`src/rtl/usbf_pkg.sv`:
```
// Package with the constants of the serial port buffer and flag block.
package usbf_pkg;
  localparam int          DATA_W          = 8;
  localparam logic [7:0]  SFR_DATA_ADDR   = 8'h99;
  localparam logic [7:0]  SFR_CTRL_ADDR   = 8'h98;
  localparam int          CTRL_TX_DONE    = 1;
  localparam int          CTRL_RX_DONE    = 0;
  localparam int          CTRL_NINE_BIT   = 3;
  localparam logic [7:0]  DATA_RESET      = 8'h00;
  localparam int          FIFO_DEPTH      = 16;
  localparam logic [15:0] BIT_DIV_DEFAULT = 16'h0004;
  localparam logic [3:0]  DATA_BITS       = 4'h8;
endpackage : usbf_pkg

```
`src/rtl/usbf_fifo.sv`:
```
// Small synchronous FIFO with valid and ready on both sides.
`timescale 1ns/100ps
module usbf_fifo #(
  parameter int WIDTH = 8,
  parameter int DEPTH = 16
) (
  input  wire logic             core_clk,
  input  wire logic             resetn,
  input  wire logic [WIDTH-1:0] in_data,
  input  wire logic             in_valid,
  output logic                  in_ready,
  output logic      [WIDTH-1:0] out_data,
  output logic                  out_valid,
  input  wire logic             out_ready
);
  localparam int AW = $clog2(DEPTH);
  logic [WIDTH-1:0] mem [DEPTH];
  logic [AW-1:0]    wr_ptr;
  logic [AW-1:0]    rd_ptr;
  logic [AW:0]      count;
  logic [AW-1:0]    next_wr_ptr;
  logic [AW-1:0]    next_rd_ptr;
  logic [AW:0]      next_count;
  logic             push;
  logic             pop;

  assign in_ready  = (count != (AW+1)'(DEPTH));
  assign out_valid = (count != '0);
  assign out_data  = mem[rd_ptr];

  always_comb begin
    push        = in_valid && in_ready;
    pop         = out_valid && out_ready;
    next_wr_ptr = push ? wr_ptr + 1'b1 : wr_ptr;
    next_rd_ptr = pop ? rd_ptr + 1'b1 : rd_ptr;
    next_count  = count + (AW+1)'(push) - (AW+1)'(pop);
  end

  always_ff @(posedge core_clk or negedge resetn) begin
    if (!resetn) begin
      wr_ptr <= '0;
      rd_ptr <= '0;
      count  <= '0;
    end else begin
      wr_ptr <= next_wr_ptr;
      rd_ptr <= next_rd_ptr;
      count  <= next_count;
    end
  end

  always_ff @(posedge core_clk) begin
    if (push) begin
      mem[wr_ptr] <= in_data;
    end
  end
endmodule : usbf_fifo

```
`src/rtl/usbf_port.sv`:
```
// Serial port data buffer, transmit and receive engines and done flags.
`timescale 1ns/100ps
//////////////////////////////////////////////////////////////////////////////////
// How it works
// - Transmit done after bit eight, or stop start.
// - Interrupt request while enabled flag is set.
// - Transmit done flag cleared only by software.
// - Data write pushes into the 16-entry transmit FIFO.
// - Every byte written while sfr_wr_ready is high starts a new transmission.
// - Data read returns the receive latch.
// - One 8-bit location, all pages, resets zero.
module usbf_port
  import usbf_pkg::*;
#(
  parameter logic [15:0] BIT_DIV = usbf_pkg::BIT_DIV_DEFAULT
) (
  input  wire logic       core_clk,
  input  wire logic       resetn,
  input  wire logic [7:0] sfr_addr,
  input  wire logic       sfr_wr,
  input  wire logic       sfr_rd,
  input  wire logic [7:0] sfr_wdata,
  output logic      [7:0] sfr_rdata,
  output logic            sfr_wr_ready,
  input  wire logic       irq_enable,
  output logic            irq_request,
  output logic            tx_line,
  input  wire logic       rx_line
);
  import usbf_pkg::*;

  typedef enum {TX_IDLE, TX_START, TX_DATA, TX_NINTH, TX_STOP} usbf_tx_state_t;
  typedef enum {RX_IDLE, RX_START, RX_DATA, RX_NINTH, RX_STOP} usbf_rx_state_t;

  //////////////////////////////////////////////////////////////////////////////////
  // Register access.
  logic       data_sel;
  logic       ctrl_sel;
  logic [7:0] ctrl_reg;
  logic       fifo_out_valid;
  logic       fifo_out_ready;
  logic [7:0] fifo_out_data;
  logic [7:0] rx_latch;
  logic       tx_done_flag;
  logic       rx_done_flag;
  logic       nine_bit;
  logic       set_tx_done;
  logic       set_rx_done;
  logic [7:0] next_sfr_rdata;

  assign data_sel = (sfr_addr == SFR_DATA_ADDR);
  assign ctrl_sel = (sfr_addr == SFR_CTRL_ADDR);
  assign ctrl_reg = {4'h0, nine_bit, 1'b0, tx_done_flag, rx_done_flag};
  assign irq_request = irq_enable && (tx_done_flag || rx_done_flag);

  always_comb begin
    next_sfr_rdata = sfr_rdata;
    if (sfr_rd && data_sel) begin
      next_sfr_rdata = rx_latch;
    end else if (sfr_rd && ctrl_sel) begin
      next_sfr_rdata = ctrl_reg;
    end else if (sfr_rd) begin
      next_sfr_rdata = 8'h00;
    end
  end

  always_ff @(posedge core_clk or negedge resetn) begin
    if (!resetn) begin
      sfr_rdata <= DATA_RESET;
    end else begin
      sfr_rdata <= next_sfr_rdata;
    end
  end

  //////////////////////////////////////////////////////////////////////////////////
  // Flags and mode.
  logic next_tx_done_flag;
  logic next_rx_done_flag;
  logic next_nine_bit;
  logic ctrl_wr;

  always_comb begin
    ctrl_wr           = sfr_wr && ctrl_sel;
    next_tx_done_flag = tx_done_flag;
    next_rx_done_flag = rx_done_flag;
    next_nine_bit     = nine_bit;
    if (ctrl_wr) begin
      next_tx_done_flag = sfr_wdata[CTRL_TX_DONE];
      next_rx_done_flag = sfr_wdata[CTRL_RX_DONE];
      next_nine_bit     = sfr_wdata[CTRL_NINE_BIT];
    end
    if (set_tx_done) begin
      next_tx_done_flag = 1'b1;
    end
    if (set_rx_done) begin
      next_rx_done_flag = 1'b1;
    end
  end

  always_ff @(posedge core_clk or negedge resetn) begin
    if (!resetn) begin
      tx_done_flag <= 1'b0;
      rx_done_flag <= 1'b0;
      nine_bit     <= 1'b0;
    end else begin
      tx_done_flag <= next_tx_done_flag;
      rx_done_flag <= next_rx_done_flag;
      nine_bit     <= next_nine_bit;
    end
  end

  //////////////////////////////////////////////////////////////////////////////////
  // Transmit path.
  usbf_fifo #(
    .WIDTH (DATA_W),
    .DEPTH (FIFO_DEPTH)
  ) u_tx_fifo (
    .core_clk  (core_clk),
    .resetn    (resetn),
    .in_data   (sfr_wdata),
    .in_valid  (sfr_wr && data_sel),
    .in_ready  (sfr_wr_ready),
    .out_data  (fifo_out_data),
    .out_valid (fifo_out_valid),
    .out_ready (fifo_out_ready)
  );

  usbf_tx_state_t tx_state;
  usbf_tx_state_t next_tx_state;
  logic [7:0]     tx_shift;
  logic [7:0]     next_tx_shift;
  logic [15:0]    tx_cnt;
  logic [15:0]    next_tx_cnt;
  logic [3:0]     tx_bits;
  logic [3:0]     next_tx_bits;
  logic           next_tx_line;
  logic           tx_tick;

  always_comb begin
    tx_tick        = (tx_cnt == BIT_DIV - 16'h0001);
    next_tx_state  = tx_state;
    next_tx_shift  = tx_shift;
    next_tx_bits   = tx_bits;
    next_tx_line   = tx_line;
    next_tx_cnt    = tx_tick ? 16'h0000 : tx_cnt + 16'h0001;
    fifo_out_ready = 1'b0;
    set_tx_done    = 1'b0;
    case (tx_state)
      TX_IDLE: begin
        next_tx_cnt  = 16'h0000;
        next_tx_line = 1'b1;
        if (fifo_out_valid) begin
          fifo_out_ready = 1'b1;
          next_tx_shift  = fifo_out_data;
          next_tx_line   = 1'b0;
          next_tx_state  = TX_START;
        end
      end
      TX_START: if (tx_tick) begin
        next_tx_line  = tx_shift[0];
        next_tx_shift = {1'b0, tx_shift[7:1]};
        next_tx_bits  = 4'h1;
        next_tx_state = TX_DATA;
      end
      TX_DATA: if (tx_tick) begin
        if (tx_bits == DATA_BITS) begin
          next_tx_line  = nine_bit ? 1'b0 : 1'b1;
          next_tx_state = nine_bit ? TX_NINTH : TX_STOP;
          set_tx_done   = !nine_bit;
        end else begin
          next_tx_line  = tx_shift[0];
          next_tx_shift = {1'b0, tx_shift[7:1]};
          next_tx_bits  = tx_bits + 4'h1;
        end
      end
      TX_NINTH: if (tx_tick) begin
        next_tx_line  = 1'b1;
        set_tx_done   = 1'b1;
        next_tx_state = TX_STOP;
      end
      TX_STOP: if (tx_tick) begin
        next_tx_state = TX_IDLE;
      end
      default: next_tx_state = TX_IDLE;
    endcase
  end

  always_ff @(posedge core_clk or negedge resetn) begin
    if (!resetn) begin
      tx_state <= TX_IDLE;
      tx_shift <= DATA_RESET;
      tx_cnt   <= 16'h0000;
      tx_bits  <= 4'h0;
      tx_line  <= 1'b1;
    end else begin
      tx_state <= next_tx_state;
      tx_shift <= next_tx_shift;
      tx_cnt   <= next_tx_cnt;
      tx_bits  <= next_tx_bits;
      tx_line  <= next_tx_line;
    end
  end

  //////////////////////////////////////////////////////////////////////////////////
  // Receive path.
  usbf_rx_state_t rx_state;
  usbf_rx_state_t next_rx_state;
  logic [7:0]     rx_shift;
  logic [7:0]     next_rx_shift;
  logic [7:0]     next_rx_latch;
  logic [15:0]    rx_cnt;
  logic [15:0]    next_rx_cnt;
  logic [3:0]     rx_bits;
  logic [3:0]     next_rx_bits;
  logic           rx_tick;
  logic           rx_mid;

  always_comb begin
    rx_tick       = (rx_cnt == BIT_DIV - 16'h0001);
    rx_mid        = (rx_cnt == {1'b0, BIT_DIV[15:1]});
    next_rx_state = rx_state;
    next_rx_shift = rx_shift;
    next_rx_latch = rx_latch;
    next_rx_bits  = rx_bits;
    next_rx_cnt   = rx_tick ? 16'h0000 : rx_cnt + 16'h0001;
    set_rx_done   = 1'b0;
    case (rx_state)
      RX_IDLE: begin
        next_rx_cnt = 16'h0000;
        if (!rx_line) begin
          next_rx_state = RX_START;
        end
      end
      RX_START: if (rx_mid) begin
        next_rx_state = rx_line ? RX_IDLE : RX_DATA;
        next_rx_bits  = 4'h0;
      end
      RX_DATA: if (rx_mid) begin
        next_rx_shift = {rx_line, rx_shift[7:1]};
        next_rx_bits  = rx_bits + 4'h1;
        if (rx_bits == DATA_BITS - 4'h1) begin
          next_rx_state = nine_bit ? RX_NINTH : RX_STOP;
        end
      end
      RX_NINTH: if (rx_mid) begin
        next_rx_state = RX_STOP;
      end
      RX_STOP: if (rx_mid) begin
        next_rx_latch = rx_shift;
        set_rx_done   = 1'b1;
        next_rx_state = RX_IDLE;
      end
      default: next_rx_state = RX_IDLE;
    endcase
  end

  always_ff @(posedge core_clk or negedge resetn) begin
    if (!resetn) begin
      rx_state <= RX_IDLE;
      rx_shift <= DATA_RESET;
      rx_latch <= DATA_RESET;
      rx_cnt   <= 16'h0000;
      rx_bits  <= 4'h0;
    end else begin
      rx_state <= next_rx_state;
      rx_shift <= next_rx_shift;
      rx_latch <= next_rx_latch;
      rx_cnt   <= next_rx_cnt;
      rx_bits  <= next_rx_bits;
    end
  end
endmodule : usbf_port

```
`config.mk`:
```
export PLATFORM = sky130hd
export DESIGN_NAME = usbf_port
export DESIGN_NICKNAME = d
export VERILOG_FILES = /design/src/rtl/usbf_pkg.sv /design/src/rtl/usbf_fifo.sv /design/src/rtl/usbf_port.sv
export SDC_FILE = /design/constraint.sdc
export NUM_CORES = 1
export LEC_CHECK = 0
export BUFFER_PORTS_ARGS = -buffer_cell sky130_fd_sc_hd__buf_2
export CAP_MARGIN = 25
export CORE_MARGIN = 1
export CORE_UTILIZATION = 30
export DETAILED_ROUTE_END_ITERATION = 8
export GPL_TIMING_DRIVEN = 1
export HOLD_SLACK_MARGIN = 0.1
export SETUP_SLACK_MARGIN = 0.2
export SLEW_MARGIN = 20
export SYNTH_ARGS = -nofsm -noshare
export SYNTH_HDL_FRONTEND = slang
export SYNTH_SLANG_ARGS = --single-unit
export TNS_END_PERCENT = 30
```
`constraint.sdc`:
```
create_clock -name core_clk -period 5.3 [get_ports core_clk]
set_clock_uncertainty 0.05 [all_clocks]
set_input_delay 0.265 -clock core_clk [delete_from_list [all_inputs] [get_ports core_clk]]
set_output_delay 0.265 -clock core_clk [all_outputs]
set_load 0.01 [all_outputs]
```
Yosys cells after proc, flatten, opt, wreduce, memory -nomap -nowiden
Memory sizes are Yosys's and may differ from the RTL's. Cells that the tools add are included.

Add/sub/neg operators: 8. Equal/unequal tests: 29. Muxes and demuxes: 56. Reductions and logical operators: 27.

Operators by type and width (number): $mux W32 (12); $pmux W32 S5 (2); $eq A32 B2 Y1 const B (4); $eq A32 B1 Y1 const B (2); $eq A32 B3 Y1 const B (2); $logic_not A32 Y1 (2); $mux W16 (4); $mux W8 (7); $eq A16 B2 Y1 const B (3); $add A16 B1 Y16 const B (2); $ne A2 B2 Y1 const B (12); $pmux W8 S3 (1); $mux W4 (5); $mux W1 (19); $add A4 B1 Y4 const B (4); $eq A8 B8 Y1 const B (2); $pmux W4 S2 (2); $reduce_and A6 Y1 (2); $reduce_and A4 Y1 (2); $reduce_bool A2 Y1 (4); $logic_and A1 B1 Y1 (7); $reduce_bool A3 Y1 (2); $add A5 B1 Y5 (1); $ne A5 B5 Y1 const B (1); 15 further kinds (16).

Register bits after elaboration: 153. RAM bits: 128. Bits of input ports: 22. Output and inout bits: 11. Logic and storage cells: 138. Memories kept: 1.

Memory list: u_tx_fifo.mem (words 16, width 8, read ports 1, clocked after Yosys merged registers in 0, wr ports 1, RTL line usbf_fifo.sv:17) `logic [WIDTH-1:0] mem [DEPTH];`.

Logic depth before layout (Yosys ltp)
Depth in word-level cells: 5. Mapped depth: 15. Mapped depth without buffers: 15.

Hierarchy
From an unflattened synthesis, not the netlist that was laid out.

Cell total of the unflattened synthesis: 706. Area total of the unflattened synthesis: 9903.2 µm².

By module, submodules not included: usbf_fifo (times used 1, cells an instance 321, area each 5749.3 µm², seq. area each 4169.0 µm²); usbf_port (times used 1, cells an instance 385, area each 4154.0 µm², seq. area each 2053.2 µm²).

Least setup slack after synthesis
Ideal clock, no wire load.

Path type: register to register. Start point: reg u_tx_fifo.count[3]. End point: reg u_tx_fifo.count[4]. Setup time: 0.125 ns. Arrival time: 2.646 ns. Data required time: 5.125 ns. Slack: 2.479 ns. Stages on the path, launching flop included: 16. Buffers on the path: 0. Clock period less this slack: 2.821 ns. Cells stage by stage: dfrtp_1 -> inv_1 -> ha_1 -> or4b_2 -> nand2_1 -> inv_1 -> ha_1 -> inv_1 -> ha_1 -> inv_1 -> fa_1 -> inv_1 -> a21oi_1 -> nor2_1 -> nor2_1 -> xnor2_1.

Word-level cells in the longest chain between the ends: 5. Elaborated cells between the ends (all ways): 8. Those cells by class: 2 x add/sub; 1 x eq/ne; 2 x mux; 3 x reduce/logical.

RTL lines: start: declaration (RTL line usbf_fifo.sv:20) `logic [AW:0] count;`; start signal: assignment (RTL line usbf_fifo.sv:47) `count <= next_count;`; $reduce_bool A5 Y1 * (RTL line usbf_fifo.sv:28) `assign out_valid = (count != '0);`; $mux W1 (RTL line usbf_port.sv:152) `if (fifo_out_valid) begin`; $mux W1 (RTL line usbf_port.sv:148) `case (tx_state)`; $logic_and A1 B1 Y1 * (RTL line usbf_fifo.sv:33) `pop = out_valid && out_ready;`; net u_tx_fifo.pop (RTL line usbf_fifo.sv:25) `logic pop;`; $sub A5 B1 Y5 * (RTL line usbf_fifo.sv:36) `next_count = count + (AW+1)'(push) - (AW+1)'(pop);`; net u_tx_fifo.next_count[4] (RTL line usbf_fifo.sv:23) `logic [AW:0] next_count;`.

Mark *: on every way through the listed nets, which the timed path passes. The rest lies on a longest branch. A chain may end at the register's enable or synchronous reset.

Worst setup path after layout
Same ends and word-level chain as after synthesis.

==> results.yml <==
floorplanning:
  start_util: 0.306
  num_rows: 65
  io_pins: 33
  die_y_um: 182
  die_w_um: 182
  die_area_um2: 33000
  core_um2: 31600
synthesis:
  yosysWarningCount: 0
  ys_async_sr_fraction: 0.426
  synth-main-ff-cell: "edfxtp_1"
  yosys.cell_types.count: 60
  ys_seq_elements: 223
  syn-num-nets: 763
  syn_inst: 723
  syn-cell-area_um2: 9670
  synth-edff-count: 128
  syn_area_per_cell_um2: 13.4
  seq_area_frac_synth: 0.644
drt:
  drt_iter0_drc: 349
  drtAntennaViolNets: 0
  dr.pass1.iters: 5
  wl_per_cell_um: 16.7
  drcViolationCount: 0
  via_per_inst: 4.80
  via_count: 5671
  wl_um: 19700
placement:
  dp_hpwl_um: 13100
  gp_congestion: 0.755
  io_buffer_count: 32
  dp_slack_ns: 1.99
worst_setup_path:
  critical_path_class: "reg2reg"
  cp-start-kind: "flip-flop"
  worstPathMaxFanout: 5
  cp_slowest_cell: "or4b_2"
  crit_top_cell: "inv_1"
  cp_cell_sequence: "inv_1, ha_1, or4b_2, nand2_1, inv_1, ha_1, inv_1, ha_1, inv_1, fa_1, inv_1, a21oi_1, nor2_1, nor2_1, xnor2_1"
  crit_required_ns: 5.66
  arrival_ns: 3.46
  max_stage_delay_ns: 0.60
  worstSetupEndpointType: "flip-flop"
global_routing:
  grt_max_degree: 58
  grt_overflow_total: 0
  grt_pass1_wl_um: 31800
  first_global_vias: 5674
  grt_usage: 0.122
  antenna_found_initial: 0
cts:
  cts_sinks: 223
  cts_buffer_depth: 3
  clk_pin_slew_ns: 0.06
  cts_tree: "yes"
  cts_root_buf: "clkbuf_16"
  htree_num_levels: 1
  clk_latency_ns: 0.54
  cts_resized: 0
  post_cts.repair.setup_buffers: 0
  cts_made_buffers: 25
power:
  p_leak_nw: 4.25
  ir_drop_uv: 270
  power_density_nw_per_um2: 452
  p_total_w: 0.00499
finish:
  fillers: 3059
  multiInputGateArea_um2: 3190
  final_nets: 803
  register_area_um2: 6220
  drive_above_1_share: 0.159
  diodes: 0
  syn2layout_area_growth_pct: 14.3
sta:
  finalCritPeriodShare: 0.585
  fin_tns_setup_ns: 0
  slew_headroom: 0.509
  worst_pin_slew_ns: 0.727
  rsz0062_at_grt: "no"
  setup_viol: 0
  slew_viol_final: 0
  max_freq_ghz: 0.322
  hold_viol: 0
  setup_ws_ns: 2.20
  period_needed_ns: 3.10
job:
  maxCapViolations: 0
hold_path:
  min_path_type: "in2reg"
outcome:
  status: "complete, no violations"
==> cells in the final DEF, fill, tap and decap left out, types with 3 or more instances in the layout <==
master / netlist / final
nand3b_1: 3 / 3
clkbuf_1: 16 / 9
nand2_1: 46 / 46
nor2b_1: 6 / 5
nor3_1: 11 / 9
buf_4: 2 / 6
ha_1: 17 / 17
a21oi_1: 15 / 15
and2_1: 4 / 4
nand4_1: 9 / 9
buf_2: 9 / 32
and3_1: 10 / 10
inv_1: 33 / 33
edfxtp_1: 128 / 128
clkinv_1: 0 / 3
xnor2_1: 19 / 19
mux2_2: 32 / 32
nand2b_1: 5 / 5
o21ai_0: 12 / 12
xor2_1: 19 / 19
mux4_2: 5 / 5
dlygate4sd3_1: 0 / 4
a22oi_1: 15 / 15
a221oi_1: 7 / 7
o22ai_1: 22 / 22
dfrtp_1: 94 / 93
nand3_1: 21 / 21
or3_1: 3 / 3
nor4_2: 4 / 4
nor2_1: 63 / 63
clkbuf_16: 0 / 26
o31ai_1: 10 / 10
and4_1: 3 / 3
mux2i_1: 47 / 47
==> cell type report <==
class	instances	area share
Multi-Input combinational cell	437	0.289
Sequential cell	223	0.563
Inverter	33	0.0112
Tap cell	402	0.0455
Clock buffer	37	0.0644
Timing Repair Buffer	43	0.0226
Clock inverter	7	0.00442
==> sequential cells by signal, indices dropped and copies added, names as in the netlist, 4 cells and up <==
register / cells
tx_bits: 4
u_tx_fifo.count: 5
rx_shift: 8
rx_bits: 4
u_tx_fifo.mem: 128
tx_cnt: 16
rx_cnt: 16
u_tx_fifo.wr_ptr: 4
tx_shift: 8
sfr_rdata: 8
rx_latch: 8
u_tx_fifo.rd_ptr: 4
==> through the flow <==
step | util | instances | area [um2] | hold WS, ns
finish | 0.349 | 1182 | 11100 | 0.113
CTS | 0.348 | 1179 | 11000 | 0.101
detailed placement | 0.323 | 1131 | 10200 | 0.232
floorplan | - | 723 | 9670 | -0.0806
global placement | 0.323 | 1131 | 10200 | 0.229
global route | 0.349 | 1182 | 11100 | 0.110
==> where the power goes <==
| part | total [W] | internal (W) | switching, W |
|---|---|---|---|
| sequential | 0.00218 | 0.00198 | 0.000203 |
| clock | 0.00162 | 0.000931 | 0.000684 |
| combinational | 0.00120 | 0.000510 | 0.000685 |
| total | 0.00499 | 0.00342 | 0.00157 |
==> critical path: cells and delay by family, from the launching register on <==
kind,cells,cell delay [ns]
adders and majority gates,4,1.05
and+or+nand+nor,4,0.89
DFF,1,0.40
buffers and inverters,5,0.40
xor gates and xnor gates,1,0.11
AOI/OAI and AO/OA,1,0.07
==> metal layers <==
metal | share of wire | vias to the layer above | track usage
li1 | - | 2731 | -
met3 | 0.042 | 33 | 0.0227
met2 | 0.46 | 108 | 0.196
met4 | 0.026 | 0 | 0.0366
met5 | 0 | - | 0
met1 | 0.47 | 2799 | 0.167
==> synthesized netlist by cell type (all sizes together), types with 2 or more instances <==
cell type    n  area, um2
xor2        19        166
a31oi        2       12.5
a22oi       15        113
ha          17        213
o22ai       22        138
o21ai       13       65.1
nand2b       5       31.3
a221oi       7       61.3
clkbuf      16       60.1
nor4         5       56.3
and2         4       25.0
nand2       46        173
inv         33        124
edfxtp     128       3840
nand3b       3       22.5
dfrtp       94       2350
nand3       21        105
nor2        64        243
o31ai       10       75.1
and4         3       26.3
a21oi       15       75.1
and3        11       70.1
or3          3       18.8
mux4         5        113
o41ai        2       17.5
nand4       10       68.8
buf         14       86.3
mux2i       47        470
nor2b        6       37.5
mux2        32        360
nor3        12       71.3
xnor2       19        166
nor4b        3       32.5
==> timing repair <==
item	4_1_cts	5_1_grt
setup endpoints to repair	0	0
endpoints found under the hold margin	65	0
hold buffers	4	0
==> cell families (layout without fill, tap and decap cells) <==
group                    after synthesis  count (layout)  synth area share
flip-flops                           223             223             0.644
AND/OR/NAND/NOR                      201             201             0.106
AO/OA/AOI/OAI                         96              96            0.0664
multiplexers                          84              84            0.0976
buffers and inverters                 63             120            0.0279
XOR/XNOR                              38              38            0.0344
adder cells (fa/ha/maj)               18              18            0.0241
==> worst paths after layout <==
| check | to | slack, ns | cells after the start | start |
|---|---|---|---|---|
| max | u_tx_fifo.count[4] | 2.20 | 15 | u_tx_fifo.count[3] |
| min reg2reg | tx_shift[3] | 0.43 | 2 | tx_shift[3] |
| min | sfr_rdata[1] | 0.11 | 4 | sfr_addr[5] |
| max reg2reg | u_tx_fifo.count[4] | 2.20 | 15 | u_tx_fifo.count[3] |
| max in group asynchronous | u_tx_fifo.rd_ptr[1] | 3.83 | 3 | resetn |
| min in group asynchronous | rx_cnt[8] | 0.21 | 2 | resetn |
Power figures use the tool's default switching activity.
